<file path="config.mk">
export PLATFORM = sky130hd
export DESIGN_NAME = spi_register_access_port
export DESIGN_NICKNAME = d
export VERILOG_FILES = /design/src/include/spi_port_pkg.sv /design/src/core/pin_sync.sv /design/src/core/spi_register_access_port.sv
export VERILOG_INCLUDE_DIRS = /design/src /design/src/include
export SDC_FILE = /design/constraint.sdc
export NUM_CORES = 1
export LEC_CHECK = 0
export CAP_MARGIN = 0
export CORE_UTILIZATION = 35
export CTS_CLUSTER_SIZE = 24
export DETAILED_ROUTE_END_ITERATION = 7
export DONT_BUFFER_PORTS = 1
export SLEW_MARGIN = 20
export SYNTH_ARGS = -nofsm -noshare
export SYNTH_HDL_FRONTEND = slang
export SYNTH_HIERARCHICAL = 1
export SYNTH_SLANG_ARGS = --single-unit
</file>
<file path="constraint.sdc">
create_clock -name clock -period 2.7 [get_ports clock]
set_input_delay 0.135 -clock clock [delete_from_list [all_inputs] [get_ports clock]]
set_output_delay 0.135 -clock clock [all_outputs]
set_load 0.005 [all_outputs]
</file>
<file path="src/include/spi_port_params.svh">
// Constants of the serial register access port: control byte layout,
// reset values, register set spans and word widths.
// Assumes inclusion by bare name from the core files.
`ifndef SPI_PORT_PARAMS_SVH
`define SPI_PORT_PARAMS_SVH

// Control byte layout
`define CTRL_BITS 6'h07
`define CTRL_DEV_MSB 7
`define CTRL_DEV_LSB 6
`define CTRL_REG_MSB 5
`define CTRL_REG_LSB 1
`define CTRL_RW_BIT 0

// Device address reset value
`define DEV_ADDR_DEFAULT 2'h1

// Comm config reset values
`define READ_LOOP_DEFAULT 2'h2
`define WRITE_LOOP_DEFAULT 1'h1
`define WIDTH_DEFAULT 2'h1
`define LATCH_DEFAULT 1'h1

// Comm config register address and field positions in a written word
`define COMM_ADDR 5'h0C
`define COMM_LATCH_BIT 0
`define COMM_WIDTH_LSB 1
`define COMM_WRITE_BIT 3
`define COMM_READ_LSB 4

// Write protection
`define LOCK_KEY 8'hA5
`define LOCK_ADDR 5'h1F
`define FIRST_WRITABLE 5'h08

// Register set spans as log2 of the set size
`define GROUP_LOG2 3'h1
`define TYPE_LOG2 3'h3
`define FULL_LOG2 3'h5

// Loop field encodings
`define LOOP_STATIC 2'h0
`define LOOP_GROUP 2'h1
`define LOOP_TYPE 2'h2
`define LOOP_FULL 2'h3

// Word widths in bits
`define WIDTH_16 2'h0
`define WIDTH_24 2'h1
`define BITS_16 6'h10
`define BITS_24 6'h18
`define BITS_32 6'h20

`define WORD_ZERO 32'h0000_0000

`endif

</file>
<file path="src/include/spi_port_pkg.sv">
// Types of the serial register access port: transfer states and the
// packed state records of the core and of the pin synchroniser.
// Assumes the constants header is on the include path.
package spi_port_pkg;

    typedef enum logic [1:0] {
        ST_CTRL = 2'h0,
        ST_READ = 2'h1,
        ST_WRITE = 2'h3,
        ST_IGNORE = 2'h2
    } mode_type;

    typedef struct packed {
        mode_type state;
        logic sck_prev;
        logic csn_prev;
        logic [31:0] shift_in;
        logic [31:0] shift_out;
        logic [5:0] bit_cnt;
        logic [4:0] ptr;
        logic load_pending;
        logic word_fresh;
        logic sdo;
        logic sdo_oe;
        logic [4:0] rd_addr;
        logic rd_start;
        logic [4:0] wr_addr;
        logic [31:0] wr_data;
        logic wr_stb;
        logic [1:0] read_loop;
        logic write_loop;
        logic [1:0] data_width;
        logic latch_all;
    } state_type;

    typedef struct packed {
        logic [2:0] meta;
        logic [2:0] stable;
    } sync_type;

endpackage : spi_port_pkg

</file>
<file path="src/core/pin_sync.sv">
// Two-stage synchroniser for the three serial input pins.
// Assumes pins are asynchronous to clock; outputs are on clock.
`timescale 1ns/100ps
`include "spi_port_params.svh"

module pin_sync (
    input wire logic clock,
    input wire logic rstn,
    input wire logic clk_en,
    input wire logic [2:0] pins,
    output logic [2:0] pins_sync
);

    spi_port_pkg::sync_type s_reg;
    spi_port_pkg::sync_type s_next;

    // First stage feeds only the second stage
    always_comb begin
        s_next = s_reg;
        if (clk_en) begin
            s_next.meta = pins;
            s_next.stable = s_reg.meta;
        end
    end

    // Chip select idles high so it resets high
    always_ff @(posedge clock or negedge rstn) begin
        if (!rstn) begin
            s_reg <= '{meta: 3'h4, stable: 3'h4};
        end else begin
            s_reg <= s_next;
        end
    end

    assign pins_sync = s_reg.stable;

endmodule : pin_sync

</file>
<file path="src/core/spi_register_access_port.sv">
// Serial slave front end: control byte decode, register read and write
// sequencing with a looping address pointer and write lock.
// Assumes the register map sits outside: it answers rd_addr on rd_data
// combinationally and takes wr_addr/wr_data on wr_stb.
`timescale 1ns/100ps
`include "spi_port_params.svh"

// Notes on behaviour
// - Control byte: two device address bits, five register bits, then read/write bit.
// - Data output stays high impedance while the control byte arrives.
// - Transaction acted on only when device address matches own address, default 01.
// - First register read out is the control byte's register address.
// - With chip select low, further registers follow; read loop steers address.
// - Data output changes on serial clock falling edge.
// - Write loads control byte address first, then more per write loop bit.
// - Serial input sampled on serial clock rising edge.
// - Data output high impedance throughout every write.
// - Writes to non-writable addresses change nothing, pointer stays.
// - Continuous mode keeps serving registers until chip select rises.
// - Pointer steps through the set and wraps to the set's first address.
// - Read loop: 00 static, 01 groups, 10 types (default), 11 full map.
// - Write loop: 0 static, 1 types (default).
// - Serial input after the control byte is ignored in reads.
// - Reset: channels latched together, read loop types, width 24 bits.
// - Mode 0,0: next register's MSB after read, new MSB on sample ready.
// - Mode 1,1: output holds last driven level after a read.
// - Lock key not A5 makes every address except 1F non-writable.
// - Chip select rising edge aborts and returns to idle.
// - Register words are 16, 24 or 32 bits per width field.
module spi_register_access_port #(
    parameter logic [1:0] DEV_ADDR = `DEV_ADDR_DEFAULT
) (
    input wire logic clock,
    input wire logic rstn,
    input wire logic clk_en,
    input wire logic cs_n,
    input wire logic sck,
    input wire logic sdi,
    output logic sdo,
    output logic sdo_oe,
    input wire logic sample_ready_pulse,
    input wire logic [7:0] lock_key,
    output logic [4:0] rd_addr,
    input wire logic [31:0] rd_data,
    output logic rd_start,
    output logic [4:0] wr_addr,
    output logic [31:0] wr_data,
    output logic wr_stb,
    output logic [1:0] read_loop,
    output logic write_loop,
    output logic [1:0] data_width,
    output logic latch_all_channels
);

    spi_port_pkg::state_type st_reg;
    spi_port_pkg::state_type st_next;
    logic [2:0] pins_s;
    logic csn_s;
    logic sck_s;
    logic sdi_s;
    logic sck_rise;
    logic sck_fall;
    logic [7:0] ctrl_byte;
    logic ctrl_last;
    logic [5:0] bits_now;
    logic [31:0] word_in;

    pin_sync u_pin_sync (
        .clock(clock),
        .rstn(rstn),
        .clk_en(clk_en),
        .pins({cs_n, sck, sdi}),
        .pins_sync(pins_s)
    );

    assign csn_s = pins_s[2];
    assign sck_s = pins_s[1];
    assign sdi_s = pins_s[0];
    assign sck_rise = sck_s & ~st_reg.sck_prev;
    assign sck_fall = ~sck_s & st_reg.sck_prev;

    // Word length from the width field
    function automatic logic [5:0] word_bits(input logic [1:0] sel);
        case (sel)
            `WIDTH_16: word_bits = `BITS_16;
            `WIDTH_24: word_bits = `BITS_24;
            default: word_bits = `BITS_32;
        endcase
    endfunction : word_bits

    // Next pointer inside an aligned set of 2**lg registers
    function automatic logic [4:0] step_in_set(input logic [4:0] p, input logic [2:0] lg);
        logic [4:0] mask;
        mask = 5'((6'h01 << lg) - 6'h01);
        step_in_set = (p & ~mask) | (5'(p + 5'h01) & mask);
    endfunction : step_in_set

    function automatic logic [4:0] read_step(input logic [4:0] p, input logic [1:0] loop);
        case (loop)
            `LOOP_GROUP: read_step = step_in_set(p, `GROUP_LOG2);
            `LOOP_TYPE: read_step = step_in_set(p, `TYPE_LOG2);
            `LOOP_FULL: read_step = step_in_set(p, `FULL_LOG2);
            default: read_step = p;
        endcase
    endfunction : read_step

    function automatic logic writable(input logic [4:0] a, input logic [7:0] key);
        if (key != `LOCK_KEY) begin
            writable = (a == `LOCK_ADDR);
        end else begin
            writable = (a >= `FIRST_WRITABLE);
        end
    endfunction : writable

    assign ctrl_byte = {st_reg.shift_in[6:0], sdi_s};
    assign ctrl_last = ~csn_s && st_reg.state == spi_port_pkg::ST_CTRL && sck_rise
        && st_reg.bit_cnt == `CTRL_BITS;
    assign bits_now = word_bits(st_reg.data_width);
    assign word_in = {st_reg.shift_in[30:0], sdi_s};

    always_comb begin
        st_next = st_reg;
        if (clk_en) begin
            st_next.rd_start = 1'b0;
            st_next.wr_stb = 1'b0;
            st_next.sck_prev = sck_s;
            st_next.csn_prev = csn_s;
            if (csn_s) begin
                st_next.state = spi_port_pkg::ST_CTRL;
                st_next.bit_cnt = 6'h00;
                st_next.shift_in = `WORD_ZERO;
                st_next.sdo_oe = 1'b0;
                st_next.load_pending = 1'b0;
                st_next.word_fresh = 1'b0;
            end else begin
                case (st_reg.state)
                    spi_port_pkg::ST_CTRL: begin
                        if (sck_rise) begin
                            st_next.shift_in = word_in;
                            st_next.bit_cnt = 6'(st_reg.bit_cnt + 6'h01);
                        end
                        if (ctrl_last) begin
                            st_next.bit_cnt = 6'h00;
                            st_next.shift_in = `WORD_ZERO;
                            if (ctrl_byte[`CTRL_DEV_MSB:`CTRL_DEV_LSB] != DEV_ADDR) begin
                                st_next.state = spi_port_pkg::ST_IGNORE;
                            end else if (ctrl_byte[`CTRL_RW_BIT]) begin
                                st_next.state = spi_port_pkg::ST_READ;
                                st_next.ptr = ctrl_byte[`CTRL_REG_MSB:`CTRL_REG_LSB];
                                st_next.rd_addr = ctrl_byte[`CTRL_REG_MSB:`CTRL_REG_LSB];
                                st_next.load_pending = 1'b1;
                            end else begin
                                st_next.state = spi_port_pkg::ST_WRITE;
                                st_next.ptr = ctrl_byte[`CTRL_REG_MSB:`CTRL_REG_LSB];
                            end
                        end
                    end
                    spi_port_pkg::ST_READ: begin
                        if (sck_fall && st_reg.load_pending) begin
                            st_next.shift_out = rd_data << (6'h20 - bits_now);
                            st_next.sdo = rd_data[5'(bits_now - 6'h01)];
                            st_next.sdo_oe = 1'b1;
                            st_next.rd_start = 1'b1;
                            st_next.load_pending = 1'b0;
                            st_next.word_fresh = 1'b1;
                        end else if (sck_fall && st_reg.bit_cnt != 6'h00) begin
                            st_next.shift_out = {st_reg.shift_out[30:0], 1'b0};
                            st_next.sdo = st_reg.shift_out[30];
                        end else if (sample_ready_pulse && st_reg.word_fresh && !sck_s) begin
                            st_next.shift_out = rd_data << (6'h20 - bits_now);
                            st_next.sdo = rd_data[5'(bits_now - 6'h01)];
                            st_next.rd_start = 1'b1;
                        end
                        if (sck_rise && !st_reg.load_pending) begin
                            st_next.word_fresh = 1'b0;
                            st_next.bit_cnt = 6'(st_reg.bit_cnt + 6'h01);
                            if (6'(st_reg.bit_cnt + 6'h01) == bits_now) begin
                                st_next.bit_cnt = 6'h00;
                                st_next.ptr = read_step(st_reg.ptr, st_reg.read_loop);
                                st_next.rd_addr = read_step(st_reg.ptr, st_reg.read_loop);
                                st_next.load_pending = 1'b1;
                            end
                        end
                    end
                    spi_port_pkg::ST_WRITE: begin
                        st_next.sdo_oe = 1'b0;
                        if (sck_rise) begin
                            st_next.shift_in = word_in;
                            st_next.bit_cnt = 6'(st_reg.bit_cnt + 6'h01);
                            if (6'(st_reg.bit_cnt + 6'h01) == bits_now) begin
                                st_next.bit_cnt = 6'h00;
                                st_next.shift_in = `WORD_ZERO;
                                if (writable(st_reg.ptr, lock_key)) begin
                                    st_next.wr_stb = 1'b1;
                                    st_next.wr_addr = st_reg.ptr;
                                    st_next.wr_data = word_in;
                                    if (st_reg.write_loop) begin
                                        st_next.ptr = step_in_set(st_reg.ptr, `TYPE_LOG2);
                                    end
                                    if (st_reg.ptr == `COMM_ADDR) begin
                                        st_next.latch_all = word_in[`COMM_LATCH_BIT];
                                        st_next.data_width =
                                            word_in[`COMM_WIDTH_LSB +: 2];
                                        st_next.write_loop = word_in[`COMM_WRITE_BIT];
                                        st_next.read_loop = word_in[`COMM_READ_LSB +: 2];
                                    end
                                end
                            end
                        end
                    end
                    spi_port_pkg::ST_IGNORE: begin
                        st_next.sdo_oe = 1'b0;
                    end
                    default: begin
                        st_next.state = spi_port_pkg::ST_CTRL;
                    end
                endcase
            end
        end
    end

    always_ff @(posedge clock or negedge rstn) begin
        if (!rstn) begin
            st_reg <= '0;
            st_reg.state <= spi_port_pkg::ST_CTRL;
            st_reg.csn_prev <= 1'b1;
            st_reg.read_loop <= `READ_LOOP_DEFAULT;
            st_reg.write_loop <= `WRITE_LOOP_DEFAULT;
            st_reg.data_width <= `WIDTH_DEFAULT;
            st_reg.latch_all <= `LATCH_DEFAULT;
        end else begin
            st_reg <= st_next;
        end
    end

    assign sdo = st_reg.sdo;
    assign sdo_oe = st_reg.sdo_oe;
    assign rd_addr = st_reg.rd_addr;
    assign rd_start = st_reg.rd_start;
    assign wr_addr = st_reg.wr_addr;
    assign wr_data = st_reg.wr_data;
    assign wr_stb = st_reg.wr_stb;
    assign read_loop = st_reg.read_loop;
    assign write_loop = st_reg.write_loop;
    assign data_width = st_reg.data_width;
    assign latch_all_channels = st_reg.latch_all;
endmodule : spi_register_access_port

</file>
==> results of run 1 <==
## worst max-delay path by stage
stage	end	slack (ns)	depth (start not counted)
2_1_floorplan	wr_data[18]	0.29	9
3_3_place_gp	wr_data[27]	0.19	8
3_5_place_dp	wr_addr[0]	0.11	8
4_1_cts	wr_data[23]	0.11	8
5_1_grt	wr_data[24]	0.04	8
6_report	wr_addr[0]	0.16	8
## logic make-up after synthesis
kind of cell	synth area share (%)
flip-flops	47.3
buffers and inverters	8.91
AO/OA/AOI/OAI	17.1
XOR/XNOR	1.16
AND/OR/NAND/NOR	13.0
multiplexers	11.6
adder cells (fa/ha/maj)	1.04
## final cells by class
type / instances / area (µm²) / area share, %
inverter: 13 / 48.8 / 0.621
clock buffer: 19 / 453 / 5.77
timing repair buffer: 30 / 275 / 3.50
tap: 270 / 338 / 4.30
multi-input combinational: 455 / 3190 / 40.7
sequential: 136 / 3410 / 43.4
clock inverter: 13 / 136 / 1.74
## placed cells by master, fill, tap and decap left out, types with 7 or more instances in the layout
master,instances
mux2_4,25
a22o_1,33
mux2i_1,17
clkbuf_16,17
a21oi_1,48
inv_1,12
and3_1,9
nor3_1,10
nand3_1,21
nor2b_1,8
o21ai_0,50
buf_4,22
a221o_1,7
dfrtp_1,130
mux2_2,26
nand2_1,67
nor2_1,48
## worst max-delay path, stage by stage, from the launching register on
cell	delay (ns)
dfrtp_1	0.46
ha_1	0.26
and3_1	0.17
ha_1	0.16
a21oi_1	0.04
a311o_1	0.43
nor3_4	0.33
buf_12	0.24
mux2_4	0.32
## per-layer routing
layer	track usage, %	vias to the layer above	part of all wire, %
met5	0	-	0
met4	4.26	0	0.69
met3	6.33	10	7.7
met2	24.3	142	47
met1	21.2	2416	45
li1	-	2371	-
## synthesized netlist by cell type, types with 4 or more instances
master | number | area [µm²]
a21oi_1 | 48 | 240
a221o_1 | 7 | 70.1
a22o_1 | 33 | 289
a2bb2oi_1 | 4 | 35.0
a311o_1 | 4 | 40.0
a31oi_1 | 4 | 25.0
and3_1 | 9 | 56.3
buf_1 | 4 | 15.0
buf_2 | 7 | 35.0
buf_4 | 50 | 375
clkbuf_1 | 28 | 105
dfrtp_1 | 130 | 3250
dfstp_2 | 6 | 158
ha_1 | 6 | 75.1
inv_1 | 12 | 45.0
mux2_2 | 26 | 293
mux2_4 | 25 | 375
mux2i_1 | 17 | 170
nand2_1 | 67 | 251
nand2b_1 | 6 | 37.5
nand3_1 | 21 | 105
nand4b_1 | 4 | 35.0
nor2_1 | 48 | 180
nor2b_1 | 9 | 56.3
nor3_1 | 10 | 50.1
o211ai_1 | 4 | 30.0
o21ai_0 | 50 | 250
xnor2_1 | 4 | 35.0
## stage by stage
step | area, µm² | setup WS [ns] | std cells | util [%] | hold WS (ns)
final | 7860 | 0.160 | 936 | 38.8 | -0.602
after floorplan | 7220 | 0.285 | 698 | - | -0.161
after CTS | 7850 | 0.113 | 936 | 38.8 | -0.618
after global placement | 7210 | 0.188 | 899 | 35.6 | -0.155
after global routing | 7860 | 0.0356 | 936 | 38.8 | -0.625
after detailed placement | 7210 | 0.105 | 899 | 35.6 | -0.157
## power breakdown
group          switching [mW]  internal, mW  total (mW)
clock network           0.976          1.34        2.32
registers               0.169          2.16        2.33
logic                   0.359         0.274       0.633
## timing repair
item	CTS	global route
gates resized for setup	0	1
endpoints found under the setup margin	0	33
endpoints found under the hold margin	147	136
==> flow_summary.toml, run 1 <==
[worst_setup_path]
rr_worst_depth = 8
critPathKind = "flip-flop to flip-flop"
reg2reg_to = "wr_addr[0]"
worstPathArrival_ns = 2.85
crit_fanout = 20
r2r_slack_ns = 0.16
r2r_start = "st_reg[55]"
crit_start = "st_reg[55]"
crit_path_start_kind = "flip-flop"
endpoint_kind = "flip-flop"
cp_data_required_time_ns = 3.01

[timing]
slew_viol_final = 0
period_share_pct = 94.1
timing.setup.tns_ns = 0
tightest_slew_ns = 0.602
setup_viol = 0
min_period_ns = 2.54
slew-limit-headroom_pct = 59.7
fin_hold_ws_ns = -0.602
fin_skew_ns = 0.0128
max_freq_mhz = 394
hold_violations = 136
rsz0062_at_grt = "no"

[clock_network]
cts_setup_buffers = 0
insertion_delay_ns = 0.43
clockBufferDepth = 2
root_buffer = "clkbuf_16"
clock-sinks = 136
cts_tree = "built"
numCtsBuffers = 17
clk_transition_reported_paths_ns = 0.07
htreeDepth = 4
ctsHoldBuffers = 5

[floorplanning]
rows = 52
dieArea_um2 = 21200
pin_count = 99
start_util_pct = 35.7
die_w_um = 146
die_y_um = 146
core_um2 = 20200

[logic_synthesis]
ys_ff_latch = 136
async_reset_ff_share_pct = 100
syn_inst = 698
synth.distinct_cells = 64
synth.avg_cell_area_um2 = 10.3
synth_flop_cell = "dfrtp_1"
synth_edf_count = 0
synth_area_um2 = 7220
ys_seq_area_share_pct = 47.3
ys_warn_count = 6
syn_nets = 751

[hold_path]
hold_class = "input pin to asynchronous set/reset pin"

[route]
drtIter0Drc = 324
vias = 4939
routedWlPerCell_um = 17.5
dr.pass1.iters = 5
drc = 0
drt-total-wl_mm = 16.4
viasPerCell = 5.28
drt.antenna.violating_nets = 0

[power]
total_power_mw = 5.28
p_leak_nw = 3.45
power_density_nw_per_um2 = 673
ir_worst_vdd_uv = 425

[outcome]
status = "finished with violations"
violations = "negative hold slack"

[global_routing]
grt_first_pass_wirelength_mm = 26.7
antenna_found_initial = 0
grtUsageTotal_pct = 16.0
grt-ovfl-total = 0
grt_pass1_vias = 4822
grt_max_degree = 137

[finish]
fill_cells = 1932
drive_above_1_share_pct = 19.5
fin_nets = 706
largest_reg_flops = 71
synthToLayoutAreaGrowth_pct = 8.84
n_antenna_cell = 0

[placed_design]
dp_hpwl_mm = 11.1
finalWeightedCongestion = 0.868
io_buffers = 0

[flow_run]
cap_violations = 0
No activity file was read; power rests on OpenSTA's default activity.
==> inputs of run 2 (changes only) <==
--- a/config.mk
+++ b/config.mk
@@ -7,6 +7,7 @@
 export NUM_CORES = 1
 export LEC_CHECK = 0
 export CAP_MARGIN = 0
+export CORE_ASPECT_RATIO = 1.4
 export CORE_UTILIZATION = 35
 export CTS_CLUSTER_SIZE = 24
 export DETAILED_ROUTE_END_ITERATION = 7
==> flow_summary.toml, run 2 (synthesized netlist as in run 1, its figures left out) <==
[global_routing]
grt_pass1_vias = 5085
grtUsageTotal_pct = 16.2
grt_first_pass_wirelength_mm = 26.6
grt-ovfl-total = 0
antenna_found_initial = 0
grt_max_degree = 137

[timing]
slew-limit-headroom_pct = 55.1
slew_viol_final = 0
period_share_pct = 93.2
tightest_slew_ns = 0.672
timing.setup.tns_ns = 0
fin_skew_ns = 0.0120
min_period_ns = 2.52
setup_viol = 0
rsz0062_at_grt = "no"
max_freq_mhz = 397
fin_hold_ws_ns = -0.582
hold_violations = 136

[worst_setup_path]
critPathKind = "flip-flop to flip-flop"
crit_slowest_cell = "nor4_4"
crit_path_start_kind = "flip-flop"
worstPathArrival_ns = 2.81
crit_fanout = 6
endpoint_kind = "flip-flop"
crit_start = "st_reg[60]"
r2r_start = "st_reg[60]"
timing.critical_path.buf_inv = 0
cp_top_family = "simple AND/OR/NAND/NOR gates"
crit_chain = "ha_1, nand3_1, xor2_2, o2111ai_2, a2bb2oi_2, nor4_4, mux2_2"
cp_data_required_time_ns = 3.00
max_stage_delay_ns = 0.49

[route]
routedWlPerCell_um = 17.9
drt-total-wl_mm = 16.5
viasPerCell = 5.46
vias = 5027
drtIter0Drc = 239
dr.pass1.iters = 5
drt.antenna.violating_nets = 0
drc = 0

[power]
power_density_nw_per_um2 = 695
p_leak_nw = 3.51
ir_worst_vdd_uv = 390

[finish]
layout_commonest_cell = "dfrtp_1"
synthToLayoutAreaGrowth_pct = 9.88
final_cell_mix = "129 x dfrtp_1, 67 x nand2_1, 50 x o21ai_0"
stdcell_count = 921
seqCellArea_um2 = 3410
n_antenna_cell = 0
fill_cells = 1934
multi_input_area_um2 = 3190
drive_above_1_share_pct = 20.0
largest_reg_flops = 71
fin_nets = 709

[clock_network]
cts_tree = "built"
numCtsBuffers = 17
clock-sinks = 136
clockBufferDepth = 2
root_buffer = "clkbuf_16"
ctsHoldBuffers = 5
htreeDepth = 4
insertion_delay_ns = 0.42
clk_transition_reported_paths_ns = 0.07

[floorplanning]
die_y_um = 172
start_util_pct = 36.0
die_w_um = 123
pin_count = 99
core_um2 = 20100
rows = 61
dieArea_um2 = 21200

[placed_design]
dp_cells = 881
dp_hpwl_mm = 11.0
finalWeightedCongestion = 0.859
io_buffers = 0

[outcome]
violations = "negative hold slack"
status = "finished with violations"

[flow_run]
cap_violations = 0

[hold_path]
hold_class = "input pin to asynchronous set/reset pin"
run 2: cell count changes in the layout (fill, tap and decap cells not counted), moves of 2 or more:
cell and delta:
buf_4 +2, bufinv_16 +2, clkbuf_8 -2, clkinv_4 -3, clkinv_8 +2, clkinvlp_4 -3, inv_8 +4
run 2: worst paths after layout:
kind	end	slack [ns]	cells past startpoint
min in group clock	st_reg[90]	0.04	4
max in group asynchronous	write_loop	3.00	0
hold / removal	rd_addr[4]	-0.58	0
setup reg to reg	read_loop[0]	0.18	7
setup / recovery	read_loop[0]	0.18	7
hold reg to reg	st_reg[65]	0.48	2
run 2: per-stage QoR:
stage / power, mW / area (µm²) / util, % / worst slack [ns]
4_1_cts: 5.59 / 7880 / 39.3 / 0.0337
3_3_place_gp: 2.98 / 7180 / 35.8 / 0.160
2_1_floorplan: 2.84 / 7220 / - / 0.285
5_1_grt: 5.79 / 7930 / 39.5 / 0.0308
3_5_place_dp: 3.00 / 7180 / 35.8 / 0.0487
6_report: 5.51 / 7930 / 39.5 / 0.184
run 2: cell type report:
cell class              count  share of cell area [%]
clock inverters            15                    2.84
inverters                  13                   0.615
well taps                 252                    3.98
clock buffers              17                    5.36
repair buffers             33                    3.98
flip-flops and latches    136                    43.0
multi-input cells         455                    40.2
run 2: worst register-to-register path, cell delays in order (launching register included):
cell	delay (ns)
dfrtp_1	0.46
ha_1	0.30
nand3_1	0.14
xor2_2	0.24
o2111ai_2	0.17
a2bb2oi_2	0.20
nor4_4	0.49
mux2_2	0.39
run 2: power breakdown:
part / switching (mW) / internal (mW)
registers: 0.170 / 2.16
logic: 0.358 / 0.277
clock network: 1.03 / 1.52
total: 1.56 / 3.96
run 2: routing by layer:
metal	track usage, %	up-vias	part of all wire, %
met2	26.5	161	50
met3	4.02	28	5.4
met4	7.70	0	2.8
met5	0	-	0
li1	-	2357	-
met1	19.7	2481	42
run 2: what timing repair did:
action / CTS / global route
endpoints found under the setup margin: 0 / 43
gates resized for setup: 0 / 1
hold endpoints to repair: 151 / 136
buffers inserted: 0 / 2
